===== config.mk =====
export PLATFORM = sky130hd
export DESIGN_NAME = monitor_config_interrupt_logic
export DESIGN_NICKNAME = d
export VERILOG_FILES = /design/src/logic/monitor_cfg_pkg.sv /design/src/logic/monitor_config_interrupt_logic.sv /design/src/logic/pulse_stretch.sv
export SDC_FILE = /design/constraint.sdc
export NUM_CORES = 1
export LEC_CHECK = 0
export ABC_CLOCK_PERIOD_IN_PS = 3300
export BUFFER_PORTS_ARGS = -buffer_cell sky130_fd_sc_hd__buf_4
export CAP_MARGIN = 30
export CORE_UTILIZATION = 38
export DETAILED_ROUTE_END_ITERATION = 6
export HOLD_SLACK_MARGIN = 0.06
export PLACE_DENSITY = 0.61
export SKIP_LAST_GASP = 1
export SLEW_MARGIN = 20
export SYNTH_ARGS = -nofsm -noshare
export SYNTH_HDL_FRONTEND = slang
export SYNTH_SLANG_ARGS = --single-unit

===== constraint.sdc =====
create_clock -name clock -period 3.3 [get_ports clock]
set_input_delay 0.495 -clock clock [delete_from_list [all_inputs] [get_ports clock]]
set_output_delay 0.495 -clock clock [all_outputs]
set_load 0.02 [all_outputs]

===== src/logic/monitor_cfg_pkg.sv =====
/*
 Constants and carrier types for the monitor configuration and fault-flag logic.
 Assumes a 125 MHz system clock and an 8-bit register port driven by the serial slave.
*/
package monitor_cfg_pkg;
   localparam int unsigned CLOCK_MHZ = 125;
   localparam int unsigned PULSE_MS = 20;
   localparam int unsigned PULSE_CYCLES = PULSE_MS * 1000 * CLOCK_MHZ;
   localparam int unsigned PULSE_CW = 22;

   localparam logic [7:0] ADDR_CONFIG = 8'h40;
   localparam logic [7:0] ADDR_FLAGS_A = 8'h41;
   localparam logic [7:0] ADDR_FLAGS_B = 8'h42;
   localparam logic [7:0] ADDR_GATE_A = 8'h43;
   localparam logic [7:0] ADDR_GATE_B = 8'h44;
   localparam logic [7:0] ADDR_CHASSIS_CLR = 8'h46;
   localparam logic [7:0] ADDR_FAN_DIV = 8'h47;
   localparam logic [7:0] ADDR_TEMP_CFG = 8'h4B;

   localparam logic [7:0] CONFIG_RESET = 8'h08;
   localparam logic [7:0] FLAGS_RESET = 8'h00;
   localparam logic [7:0] GATE_RESET = 8'h00;
   localparam logic [7:0] CHASSIS_CLR_RESET = 8'h00;
   localparam logic [3:0] FAN_DIV_RESET = 4'h5;
   localparam logic [6:0] TEMP_CFG_RESET = 7'h01;

   localparam int unsigned CFG_START = 0;
   localparam int unsigned CFG_INT_EN = 1;
   localparam int unsigned CFG_RSVD_A = 2;
   localparam int unsigned CFG_RELEASE = 3;
   localparam int unsigned CFG_SYS_RESET = 4;
   localparam int unsigned CFG_RSVD_B = 5;
   localparam int unsigned CFG_INTRUSION = 6;
   localparam int unsigned CFG_INIT = 7;
   localparam int unsigned CHASSIS_CLR_BIT = 7;
   localparam int unsigned GATE_B_RESET_EN = 7;

   // Implemented flag bits: reserved status positions stay zero
   localparam logic [7:0] FLAGS_A_USED = 8'hDF;
   localparam logic [7:0] FLAGS_B_USED = 8'h13;
   localparam logic [7:0] CONFIG_WR_MASK = 8'hDB;

   // Register port: one access per strobe
   typedef struct packed {
      logic wr;
      logic rd;
      logic [7:0] addr;
      logic [7:0] wdata;
   } reg_req_t;

   // Fault inputs from comparators and fan counters
   typedef struct packed {
      logic [7:0] flags_a;
      logic [7:0] flags_b;
   } fault_in_t;

   typedef struct packed {
      logic trigger;
      logic [PULSE_CW-1:0] count;
      logic active;
   } pulse_state_t;
endpackage


===== src/logic/monitor_config_interrupt_logic.sv =====
/*
 Configuration, fault flag and fault gate registers of the hardware monitor, with the
 interrupt, system reset and intrusion pulse outputs.
 Assumes a serial slave that issues one-cycle read and write strobes with an 8-bit address,
 and comparator logic that raises one-cycle fault events per channel.
*/
// Summary of operation
// RULE1 - Config bit 0 runs the scan; zero holds standby; resets zero.
// RULE2 - Clearing the start bit never releases an asserted interrupt.
// RULE3 - Start bit set begins channel scanning and limit checks.
// RULE4 - Host programs all limits before setting the start bit.
// RULE5 - Config bit 1 enables the active-low interrupt output; resets zero.
// RULE6 - Config bit 3 releases interrupt, status registers untouched.
// RULE7 - Config bit 3 set suspends monitoring; resets to one.
// RULE8 - Config bit 4 gives 20 ms low reset pulse, self-clears when active.
// RULE9 - Reset pulse works only while second gate bit 7 is one.
// RULE10 - Config bit 6 gives 20 ms low intrusion pulse, like chassis clear.
// RULE11 - Config bit 7 restores defaults of listed registers, reads zero.
// RULE12 - Configuration resets to 08h; reserved bits 2 and 5 zero.
// RULE13 - First flags bits 0-3 mark voltage limit faults; reset 00h.
// RULE14 - First flags bit 4 marks temperature fault; bit 5 reserved.
// RULE15 - First flags bits 6 and 7 mark fan count faults.
// RULE16 - Second flags bits 0,1 mark 12 V and core B; reset 00h.
// RULE17 - Second flags bit 4 set when chassis intrusion input goes high.
// RULE18 - Reading a flag register clears the flags that read returned.
// RULE19 - An unserviced fault raises a fresh indication after the read.
// RULE20 - First gate bits block matching first flags from the interrupt.
// RULE21 - Second gate bits 0,1,4 block matching flags; reserved reset low.
// RULE22 - Host may gate an errant channel until the fault clears.
// RULE23 - Chassis clear bit clears itself after the pulse is output.
// RULE24 - Interrupt low when enabled, not released, and any ungated flag set.
`timescale 1ns/100ps
module monitor_config_interrupt_logic (
   input wire logic clock,
   input wire logic rst,
   input monitor_cfg_pkg::reg_req_t reg_req,
   output logic [7:0] reg_rdata,
   input monitor_cfg_pkg::fault_in_t fault_in,
   input wire logic intrusion_in,
   output logic scan_enable,
   output logic [3:0] fan_divisor,
   output logic [6:0] temp_config,
   output logic int_n,
   output logic sys_reset_n,
   output logic intrusion_gate_n
);
   typedef struct packed {
      logic [7:0] config_r;
      logic [7:0] flags_a;
      logic [7:0] flags_b;
      logic [7:0] gate_a;
      logic [7:0] gate_b;
      logic [7:0] chassis_clr;
      logic [3:0] fan_div;
      logic [6:0] temp_cfg;
      logic [7:0] rdata;
      logic intrusion_prev;
      logic reset_fire;
      logic intrusion_fire;
      logic reset_busy;
      logic intrusion_busy;
      logic int_n;
      logic sys_reset_n;
      logic intrusion_gate_n;
      logic scan_enable;
   } state_t;

   state_t s_q, s_d;
   logic reset_active;
   logic intrusion_active;

   // Address match, used by the read mux and the write decode
   function automatic logic hit(input logic [7:0] a, input logic [7:0] target);
      hit = (a == target);
   endfunction

   pulse_stretch #(
      .CYCLES(monitor_cfg_pkg::PULSE_CYCLES)
   ) reset_pulse (
      .clock(clock),
      .rst(rst),
      .trigger(s_q.reset_fire),
      .active(reset_active)
   );

   pulse_stretch #(
      .CYCLES(monitor_cfg_pkg::PULSE_CYCLES)
   ) intrusion_pulse (
      .clock(clock),
      .rst(rst),
      .trigger(s_q.intrusion_fire),
      .active(intrusion_active)
   );

   always_comb begin
      logic [7:0] clr_a;
      logic [7:0] clr_b;
      logic [7:0] ev_b;
      logic rd_a;
      logic rd_b;
      logic any_fault;
      logic init;
      clr_a = '0;
      init = 1'b0;
      clr_b = '0;
      ev_b = '0;
      rd_a = 1'b0;
      rd_b = 1'b0;
      any_fault = 1'b0;
      s_d = s_q;
      s_d.reset_fire = 1'b0;
      s_d.intrusion_fire = 1'b0;
      s_d.reset_busy = reset_active;
      s_d.intrusion_busy = intrusion_active;
      s_d.intrusion_prev = intrusion_in;

      // Read path; the returned flags are the ones cleared below
      rd_a = reg_req.rd && hit(reg_req.addr, monitor_cfg_pkg::ADDR_FLAGS_A);
      rd_b = reg_req.rd && hit(reg_req.addr, monitor_cfg_pkg::ADDR_FLAGS_B);
      if (reg_req.rd) begin
         if (hit(reg_req.addr, monitor_cfg_pkg::ADDR_CONFIG)) begin
            s_d.rdata = s_q.config_r;
         end else if (rd_a) begin
            s_d.rdata = s_q.flags_a;
         end else if (rd_b) begin
            s_d.rdata = s_q.flags_b;
         end else if (hit(reg_req.addr, monitor_cfg_pkg::ADDR_GATE_A)) begin
            s_d.rdata = s_q.gate_a;
         end else if (hit(reg_req.addr, monitor_cfg_pkg::ADDR_GATE_B)) begin
            s_d.rdata = s_q.gate_b;
         end else if (hit(reg_req.addr, monitor_cfg_pkg::ADDR_CHASSIS_CLR)) begin
            s_d.rdata = s_q.chassis_clr;
         end else begin
            s_d.rdata = 8'h00;
         end
      end
      if (rd_a) begin
         clr_a = s_q.flags_a; // RULE18
      end
      if (rd_b) begin
         clr_b = s_q.flags_b; // RULE18
      end

      // Events win over a clearing read, so an unserviced fault stays flagged
      ev_b[4] = intrusion_in && !s_q.intrusion_prev; // RULE17
      if (s_q.scan_enable) begin
         s_d.flags_a = ((s_q.flags_a & ~clr_a) | fault_in.flags_a)
                       & monitor_cfg_pkg::FLAGS_A_USED; // RULE13 RULE14 RULE15 RULE19
         s_d.flags_b = ((s_q.flags_b & ~clr_b) | fault_in.flags_b | ev_b)
                       & monitor_cfg_pkg::FLAGS_B_USED; // RULE16 RULE19
      end else begin
         s_d.flags_a = s_q.flags_a & ~clr_a;
         s_d.flags_b = ((s_q.flags_b & ~clr_b) | ev_b) & monitor_cfg_pkg::FLAGS_B_USED;
      end

      // Writes
      if (reg_req.wr) begin
         if (hit(reg_req.addr, monitor_cfg_pkg::ADDR_CONFIG)) begin
            s_d.config_r = reg_req.wdata & monitor_cfg_pkg::CONFIG_WR_MASK; // RULE12
            // Applied on the write edge so a back-to-back read never sees bit 7 set
            if (reg_req.wdata[monitor_cfg_pkg::CFG_INIT]) begin
               init = 1'b1; // RULE11
            end
            if (reg_req.wdata[monitor_cfg_pkg::CFG_INTRUSION]) begin
               s_d.intrusion_fire = 1'b1; // RULE10
            end
         end else if (hit(reg_req.addr, monitor_cfg_pkg::ADDR_GATE_A)) begin
            s_d.gate_a = reg_req.wdata; // RULE20
         end else if (hit(reg_req.addr, monitor_cfg_pkg::ADDR_GATE_B)) begin
            s_d.gate_b = reg_req.wdata; // RULE21
         end else if (hit(reg_req.addr, monitor_cfg_pkg::ADDR_CHASSIS_CLR)) begin
            s_d.chassis_clr = reg_req.wdata;
            if (reg_req.wdata[monitor_cfg_pkg::CHASSIS_CLR_BIT]) begin
               s_d.intrusion_fire = 1'b1; // RULE10
            end
         end else if (hit(reg_req.addr, monitor_cfg_pkg::ADDR_FAN_DIV)) begin
            s_d.fan_div = reg_req.wdata[7:4];
         end else if (hit(reg_req.addr, monitor_cfg_pkg::ADDR_TEMP_CFG)) begin
            s_d.temp_cfg = reg_req.wdata[6:0];
         end
      end

      // System reset request: honoured only with the gate enable, bit drops once active
      if (s_q.config_r[monitor_cfg_pkg::CFG_SYS_RESET]) begin
         if (!s_q.gate_b[monitor_cfg_pkg::GATE_B_RESET_EN]) begin
            s_d.config_r[monitor_cfg_pkg::CFG_SYS_RESET] = 1'b0; // RULE9
         end else if (reset_active) begin
            s_d.config_r[monitor_cfg_pkg::CFG_SYS_RESET] = 1'b0; // RULE8
         end else if (!s_q.reset_busy) begin
            s_d.reset_fire = 1'b1; // RULE8 RULE9
         end
      end

      // Intrusion request bits drop when their pulse ends
      if (s_q.intrusion_busy && !intrusion_active) begin
         s_d.config_r[monitor_cfg_pkg::CFG_INTRUSION] = 1'b0; // RULE10
         s_d.chassis_clr[monitor_cfg_pkg::CHASSIS_CLR_BIT] = 1'b0; // RULE23
      end

      // Initialization restores defaults; the bit itself never sticks
      if (init) begin
         s_d.config_r = monitor_cfg_pkg::CONFIG_RESET; // RULE11
         s_d.flags_a = monitor_cfg_pkg::FLAGS_RESET;
         s_d.flags_b = monitor_cfg_pkg::FLAGS_RESET;
         s_d.gate_a = monitor_cfg_pkg::GATE_RESET;
         s_d.gate_b = monitor_cfg_pkg::GATE_RESET;
         s_d.fan_div = monitor_cfg_pkg::FAN_DIV_RESET;
         s_d.temp_cfg = monitor_cfg_pkg::TEMP_CFG_RESET;
      end

      // Scan runs on start, paused by the release bit; clearing start alone keeps int low
      s_d.scan_enable = s_d.config_r[monitor_cfg_pkg::CFG_START]
                        && !s_d.config_r[monitor_cfg_pkg::CFG_RELEASE]; // RULE1 RULE3 RULE7

      any_fault = |(s_d.flags_a & ~s_d.gate_a & monitor_cfg_pkg::FLAGS_A_USED)
                  || |(s_d.flags_b & ~s_d.gate_b & monitor_cfg_pkg::FLAGS_B_USED); // RULE20 RULE21
      s_d.int_n = !(s_d.config_r[monitor_cfg_pkg::CFG_INT_EN]
                    && !s_d.config_r[monitor_cfg_pkg::CFG_RELEASE]
                    && any_fault); // RULE2 RULE5 RULE6 RULE24
      s_d.sys_reset_n = !reset_active; // RULE8
      s_d.intrusion_gate_n = !intrusion_active; // RULE10
   end

   always_ff @(posedge clock) begin
      if (rst) begin
         s_q <= '0;
         s_q.config_r <= monitor_cfg_pkg::CONFIG_RESET; // RULE1 RULE7 RULE12
         s_q.flags_a <= monitor_cfg_pkg::FLAGS_RESET;
         s_q.flags_b <= monitor_cfg_pkg::FLAGS_RESET;
         s_q.gate_a <= monitor_cfg_pkg::GATE_RESET;
         s_q.gate_b <= monitor_cfg_pkg::GATE_RESET;
         s_q.chassis_clr <= monitor_cfg_pkg::CHASSIS_CLR_RESET;
         s_q.fan_div <= monitor_cfg_pkg::FAN_DIV_RESET;
         s_q.temp_cfg <= monitor_cfg_pkg::TEMP_CFG_RESET;
         s_q.int_n <= 1'b1;
         s_q.sys_reset_n <= 1'b1;
         s_q.intrusion_gate_n <= 1'b1;
      end else begin
         s_q <= s_d;
      end
   end

   assign reg_rdata = s_q.rdata;
   assign scan_enable = s_q.scan_enable;
   assign fan_divisor = s_q.fan_div;
   assign temp_config = s_q.temp_cfg;
   assign int_n = s_q.int_n;
   assign sys_reset_n = s_q.sys_reset_n;
   assign intrusion_gate_n = s_q.intrusion_gate_n;
endmodule


===== src/logic/pulse_stretch.sv =====
/*
 Stretches a one-cycle trigger into a pulse of a fixed number of clock cycles.
 Assumes the trigger is a single-cycle strobe; triggers during a pulse are absorbed.
*/
`timescale 1ns/100ps
module pulse_stretch #(
   parameter int unsigned CYCLES = monitor_cfg_pkg::PULSE_CYCLES
) (
   input wire logic clock,
   input wire logic rst,
   input wire logic trigger,
   output logic active
);
   monitor_cfg_pkg::pulse_state_t st_q, st_d;

   always_comb begin
      st_d = st_q;
      st_d.trigger = trigger;
      if (st_q.active) begin
         if (st_q.count == monitor_cfg_pkg::PULSE_CW'(CYCLES - 1)) begin
            st_d.active = 1'b0;
            st_d.count = '0;
         end else begin
            st_d.count = st_q.count + 1'b1;
         end
      end else if (trigger) begin
         st_d.active = 1'b1;
         st_d.count = '0;
      end
   end

   always_ff @(posedge clock) begin
      if (rst) begin
         st_q <= '0;
      end else begin
         st_q <= st_d;
      end
   end

   assign active = st_q.active;
endmodule


# Yosys cells after proc, flatten, opt, wreduce, memory -nomap -nowiden
# Cells that the tools add are included.
totals:
  out_inout_bits: 23
  inputBits: 37
  regBits: 120
  word_cells: 127
classes:
  bitwise: 20
  mux: 43
  add_sub_neg: 2
  n_reduce_logical: 26
  n_eq_ne: 10
ops:
  columns: ["operator", "count"]
  rows:
  - ["23-bit two-way mux", 4]
  - ["8-bit two-way mux", 10]
  - ["35-bit two-way mux", 2]
  - ["8-bit by 7-bit equality test with 1-bit output (second input constant)", 8]
  - ["22-bit by 1-bit adder with 22-bit output (second input constant)", 2]
  - ["22-bit equality test (second input constant)", 2]
  - ["22-bit two-way mux", 2]
  - ["36-bit two-way mux", 1]
  - ["27-bit two-way mux", 1]
  - ["19-bit two-way mux", 1]
  - ["8-bit AND", 2]
  - ["16-bit two-way mux", 1]
  - ["8-bit NOT", 2]
  - ["5-bit two-way mux", 3]
  - ["5-bit OR", 3]
  - ["1-bit two-way mux", 14]
  - ["7-bit two-way mux", 2]
  - ["11-bit two-way mux", 1]
  - ["5-bit AND", 2]
  - ["5-bit NOT", 2]
  - ["1-bit NOT", 8]
  - ["8-bit OR", 1]
  - ["1-bit logical AND", 7]
  - ["7-bit AND reduction", 1]
  - ["11 further kinds", 19]

# Depth between registers and ports, before layout
logic_depth:
  depth_word: 15
  depth_mapped: 9
  mapped_depth_nobuf: 7

# Modules after synthesis
# A second synthesis with hierarchy kept.
unflattened:
  hier_cells: 685
  area_unflattened_um2: 5950.7
by_module_without_submodules:
  columns: ["mod", "seq_area_each_um2", "instances", "area_per_inst_um2", "cells_each"]
  rows:
  - ["monitor_config_interrupt_logic", 1381.3, 1, 3248.1, 362]
  - ["pulse_stretch at reset_pulse", 460.4, 1, 1373.8, 162]
  - ["pulse_stretch at intrusion_pulse", 460.4, 1, 1328.8, 161]

# Worst setup path before layout
# Ideal clock, no wire load.
synth_path:
  kind: "input-to-reg"
  start: "input port reg_req[13] (netlist bit)"
  end: "register, netlist name int_n"
  t_required_ps: 3177
  path_buffers: 0
  t_arrival_ps: 2327
  setup_slack_ps: 851
  setup_time_ps: 123
  path_stages: 6
  cell_sequence: "or4b_4 nor3_4 mux2_2 o22ai_1 nor4_1 a311o_2"
synth_between:
  elab_chain_len: 14
  word_cells_on_any_way: 39
  cone_classes: "5 x eq/ne; 13 x mux; 12 x bitwise; 9 x reduce/logical"
synth_lines:
  columns: ["element", "line_no", "rtl"]
  rows:
  - ["start, declared", "monitor_config_interrupt_logic.sv:36", "input monitor_cfg_pkg::reg_req_t reg_req,"]
  - ["8-bit by 7-bit equality test with 1-bit output", "monitor_config_interrupt_logic.sv:74", "hit = (a == target);"]
  - ["1-bit logical AND", "monitor_config_interrupt_logic.sv:119", "rd_b = reg_req.rd && hit(reg_req.addr, monitor_cfg_pkg::ADDR_FLAGS_B);"]
  - ["5-bit two-way mux", "monitor_config_interrupt_logic.sv:140", "if (rd_b) begin"]
  - ["5-bit NOT", "monitor_config_interrupt_logic.sv:149, monitor_config_interrupt_logic.sv:153", null]
  - ["5-bit AND", "monitor_config_interrupt_logic.sv:149, monitor_config_interrupt_logic.sv:153", null]
  - ["5-bit OR (2 in series)", "monitor_config_interrupt_logic.sv:149", "s_d.flags_b = ((s_q.flags_b & ~clr_b) | fault_in.flags_b | ev_b)"]
  - ["16-bit two-way mux", "monitor_config_interrupt_logic.sv:146", "if (s_q.scan_enable) begin"]
  - ["36-bit two-way mux *", "monitor_config_interrupt_logic.sv:201", "if (init) begin"]
  - ["5-bit AND", "monitor_config_interrupt_logic.sv:216", "|| |(s_d.flags_b & ~s_d.gate_b & monitor_cfg_pkg::FLAGS_B_USED);"]
  - ["3-bit OR reduction", "monitor_config_interrupt_logic.sv:216", null]
  - ["1-bit logical OR", "monitor_config_interrupt_logic.sv:216", null]
  - ["1-bit logical AND *", "monitor_config_interrupt_logic.sv:219", "&& any_fault);"]
  - ["1-bit zero test *", "monitor_config_interrupt_logic.sv:217", "s_d.int_n = !(s_d.config_r[monitor_cfg_pkg::CFG_INT_EN]"]
# Every way passes the cells marked *; elsewhere a longest branch is shown, timed or not.
# A chain may end at the register's enable or synchronous reset.

# Worst setup path in the final report
layout_path:
  start: "register intrusion_pulse.st_q[1] (netlist bit)"
  end: "register intrusion_pulse.st_q[6] (netlist bit)"
layout_between:
  elab_chain_len: 3
  word_cells_on_any_way: 4
  cone_classes: "1 x add/sub; 1 x eq/ne; 2 x mux"
layout_lines:
  columns: ["element", "line_no", "rtl"]
  rows:
  - ["start, declared", "pulse_stretch.sv:14", "monitor_cfg_pkg::pulse_state_t st_q, st_d;"]
  - ["start signal, assigned", "pulse_stretch.sv:36", "st_q <= st_d;"]
  - ["22-bit by 1-bit adder with 22-bit output or 22-bit equality test (tied branches)", "pulse_stretch.sv:24, pulse_stretch.sv:20", null]
  - ["22-bit two-way mux *", "pulse_stretch.sv:20", "if (st_q.count == monitor_cfg_pkg::PULSE_CW'(CYCLES - 1)) begin"]
  - ["23-bit two-way mux *", "pulse_stretch.sv:19", "if (st_q.active) begin"]
# Marks and branches as above.

==> flow_summary.json <==
{
  "outcome": "finished clean",
  "ys_seq_area_share_pct": 41.4,
  "final.period_utilization_pct": 77.4,
  "fmax_ghz": 0.392,
  "synth.distinct_cells": 66,
  "dr.pass1.iters": 5,
  "slowest_stage": "or4_1",
  "clockBufferDepth": 2,
  "wl_um": 14500,
  "rsz0062_at_grt": "no",
  "cts_resized": 0,
  "drc": 0,
  "fp.dieH_um": 123,
  "synth_edf_count": 0,
  "holdPathStages": 2,
  "final_antenna_net_count": 0,
  "synthFlopType": "dfxtp_1",
  "drt_iter0_drc": 347,
  "htreeDepth": 4,
  "drive_gt1_share_pct": 16.6,
  "grt_pass1_vias": 4682,
  "worst-setup-path-type": "reg -> reg",
  "globalplace.congestion": 0.873,
  "numPortBuffers": 53,
  "critPathMaxFanout": 16,
  "cp.required_ps": 3570,
  "coreArea_um2": 14100,
  "path_clk_slew_ps": 50,
  "nFillCells": 1380,
  "p_per_area_nw_per_um2": 505,
  "max_stage_delay_ps": 600,
  "io_pins": 60,
  "cp-end-kind": "flop",
  "syn_nets": 690,
  "hold_class": "in -> reg",
  "cts_setup_buffers": 0,
  "die_w_um": 123,
  "grt_overflow": 0,
  "num_antenna_cells": 0,
  "synth_top_area_share_pct": 41.4,
  "ys_ff_latch": 115,
  "total_power_w": 0.00329,
  "syn_avg_cell_area_um2": 8.55,
  "via_per_inst": 5.69,
  "syn-cell-area_um2": 5570,
  "vias": 4958,
  "worst-r2r-cell-count": 8,
  "final_max_slew_viol_count": 0,
  "cts_tree": "done",
  "max-slew-margin-rel_pct": 38.9,
  "fin_crit_ps": 2550,
  "track_usage_pct": 20.0,
  "hold_violations": 0,
  "hold_buffers": 0,
  "finalSetupViolCount": 0,
  "leakagePower_nw": 2.41,
  "fin_nets": 718,
  "yosysTopAreaCell": "dfxtp_1",
  "ys_warn_count": 0,
  "synth_most_common_cell": "dfxtp_1",
  "syn_to_final_growth_pct": 17.3,
  "wl_per_cell_um": 16.6,
  "crit_arrival_ps": 2830,
  "clk_latency_ps": 420,
  "cts-root-buf": "clkbuf_16",
  "die_area_um2": 15100,
  "worst_pin_slew_ps": 914,
  "setup_tns_ps": 0,
  "start_kind": "flop",
  "synth_common_cells": "dfxtp_1, nor2_1, a21oi_1",
  "antenna_found_initial": 0,
  "grt_pass1_wl_um": 23500,
  "maxCapViolCount": 0,
  "clock_skew_ps": 7.90,
  "cts-buffers-inserted": 17,
  "netlist_instances": 651,
  "fp-row-count": 43,
  "ir_drop_mv": 0.330,
  "crit_chain": "ha_1, nand4_1, or4_1, o21ai_1, buf_4, o21ai_0, a22oi_1, nor2_1",
  "start_util_pct": 39.5,
  "ys_top_cells_by_area": "dfxtp_1, mux2i_1, nor2_1",
  "grt_max_degree": 57,
  "async_reset_ff_share_pct": 0,
  "dp_hpwl_um": 9890,
  "cts.sinks": 115
}
[path summary, 6_finish.rpt]
path	start	to	slack, ps
worst max-delay path	intrusion_pulse.st_q[1]	intrusion_pulse.st_q[6]	750
worst min-delay path	intrusion_in	s_q[8]	310
worst max register to register	intrusion_pulse.st_q[1]	intrusion_pulse.st_q[6]	750
worst min register to register	s_q[5]	s_q[7]	390
[through the flow]
| stage | cells | utilization, % | cell area, um2 | hold slack, ps | setup slack, ps |
|---|---|---|---|---|---|
| 2_1_floorplan | 651 | - | 5570 | 376 | 851 |
| 3_3_place_gp | 840 | 42.3 | 5960 | 388 | 553 |
| 3_5_place_dp | 840 | 42.3 | 5960 | 387 | 545 |
| 4_1_cts | 871 | 46.3 | 6530 | 296 | 789 |
| 5_1_grt | 871 | 46.3 | 6530 | 310 | 551 |
| 6_report | 871 | 46.3 | 6530 | 306 | 747 |
[registers in the layout, summed over array words and instances, names as in the netlist]
register and flops:
s_q 46, reset_pulse.st_q 22, intrusion_gate_n 1, fan_divisor 4
intrusion_pulse.active 1, reset_pulse.active 1, int_n 1, intrusion_pulse.st_q 22
temp_config 7, sys_reset_n 1, scan_enable 1, reg_rdata 8
[final cells by class]
type / count / area (um2) / area share, %
sequential: 115 / 2300 / 35.3
inverter: 8 / 30.0 / 0.460
timing repair buffer: 63 / 473 / 7.25
tap: 180 / 225 / 3.45
multi-input combinational: 474 / 2930 / 44.9
clock inverter: 5 / 75.1 / 1.15
clock buffer: 26 / 489 / 7.50
[cells in the final DEF (no fill, tap or decap), types with 11 or more instances in the layout]
master     netlist  final
nand2b_1        11     11
nor2_1          92     92
nand2_1         43     43
nand3_1         20     20
a21oi_1         48     48
clkbuf_16        0     17
nand4_1         12     12
dfxtp_1        115    115
nor3b_1         11     11
nor3_1          14     14
and2_1          14     14
buf_4           19     63
mux2i_1         37     37
o21ai_0         26     26
[cells by family after synthesis]
group / Yosys count / synth area share, %
flip-flops: 115 / 41.4
adder cells (fa/ha/maj): 2 / 0.450
AO/OA/AOI/OAI: 148 / 17.5
multiplexers: 47 / 8.68
XOR/XNOR: 4 / 0.630
buffers and inverters: 62 / 5.96
AND/OR/NAND/NOR: 273 / 25.4
[critical path: cells and delay by family (launching register included)]
family / cells / cell delay (ps)
AO/OA/AOI/OAI: 3 / 650
adder cells (fa/ha/maj): 1 / 230
buffers and inverters: 1 / 280
flip-flops: 1 / 380
AND/OR/NAND/NOR: 3 / 890
[power breakdown]
group	switching, W	total (W)	internal [W]
Clock	0.000609	0.00177	0.00116
Sequential	0.00000193	0.00140	0.00139
Combinational	0.0000790	0.000126	0.0000472
[routing by layer]
| metal | vias up | GRT usage [%] | part of all wire (%) |
|---|---|---|---|
| met5 | - | 0 | 0 |
| met4 | 0 | 8.28 | 2.4 |
| met3 | 29 | 4.47 | 4.6 |
| met2 | 134 | 33.5 | 48 |
| met1 | 2389 | 24.7 | 45 |
| li1 | 2406 | - | - |
No activity file was read; power rests on OpenSTA's default activity.
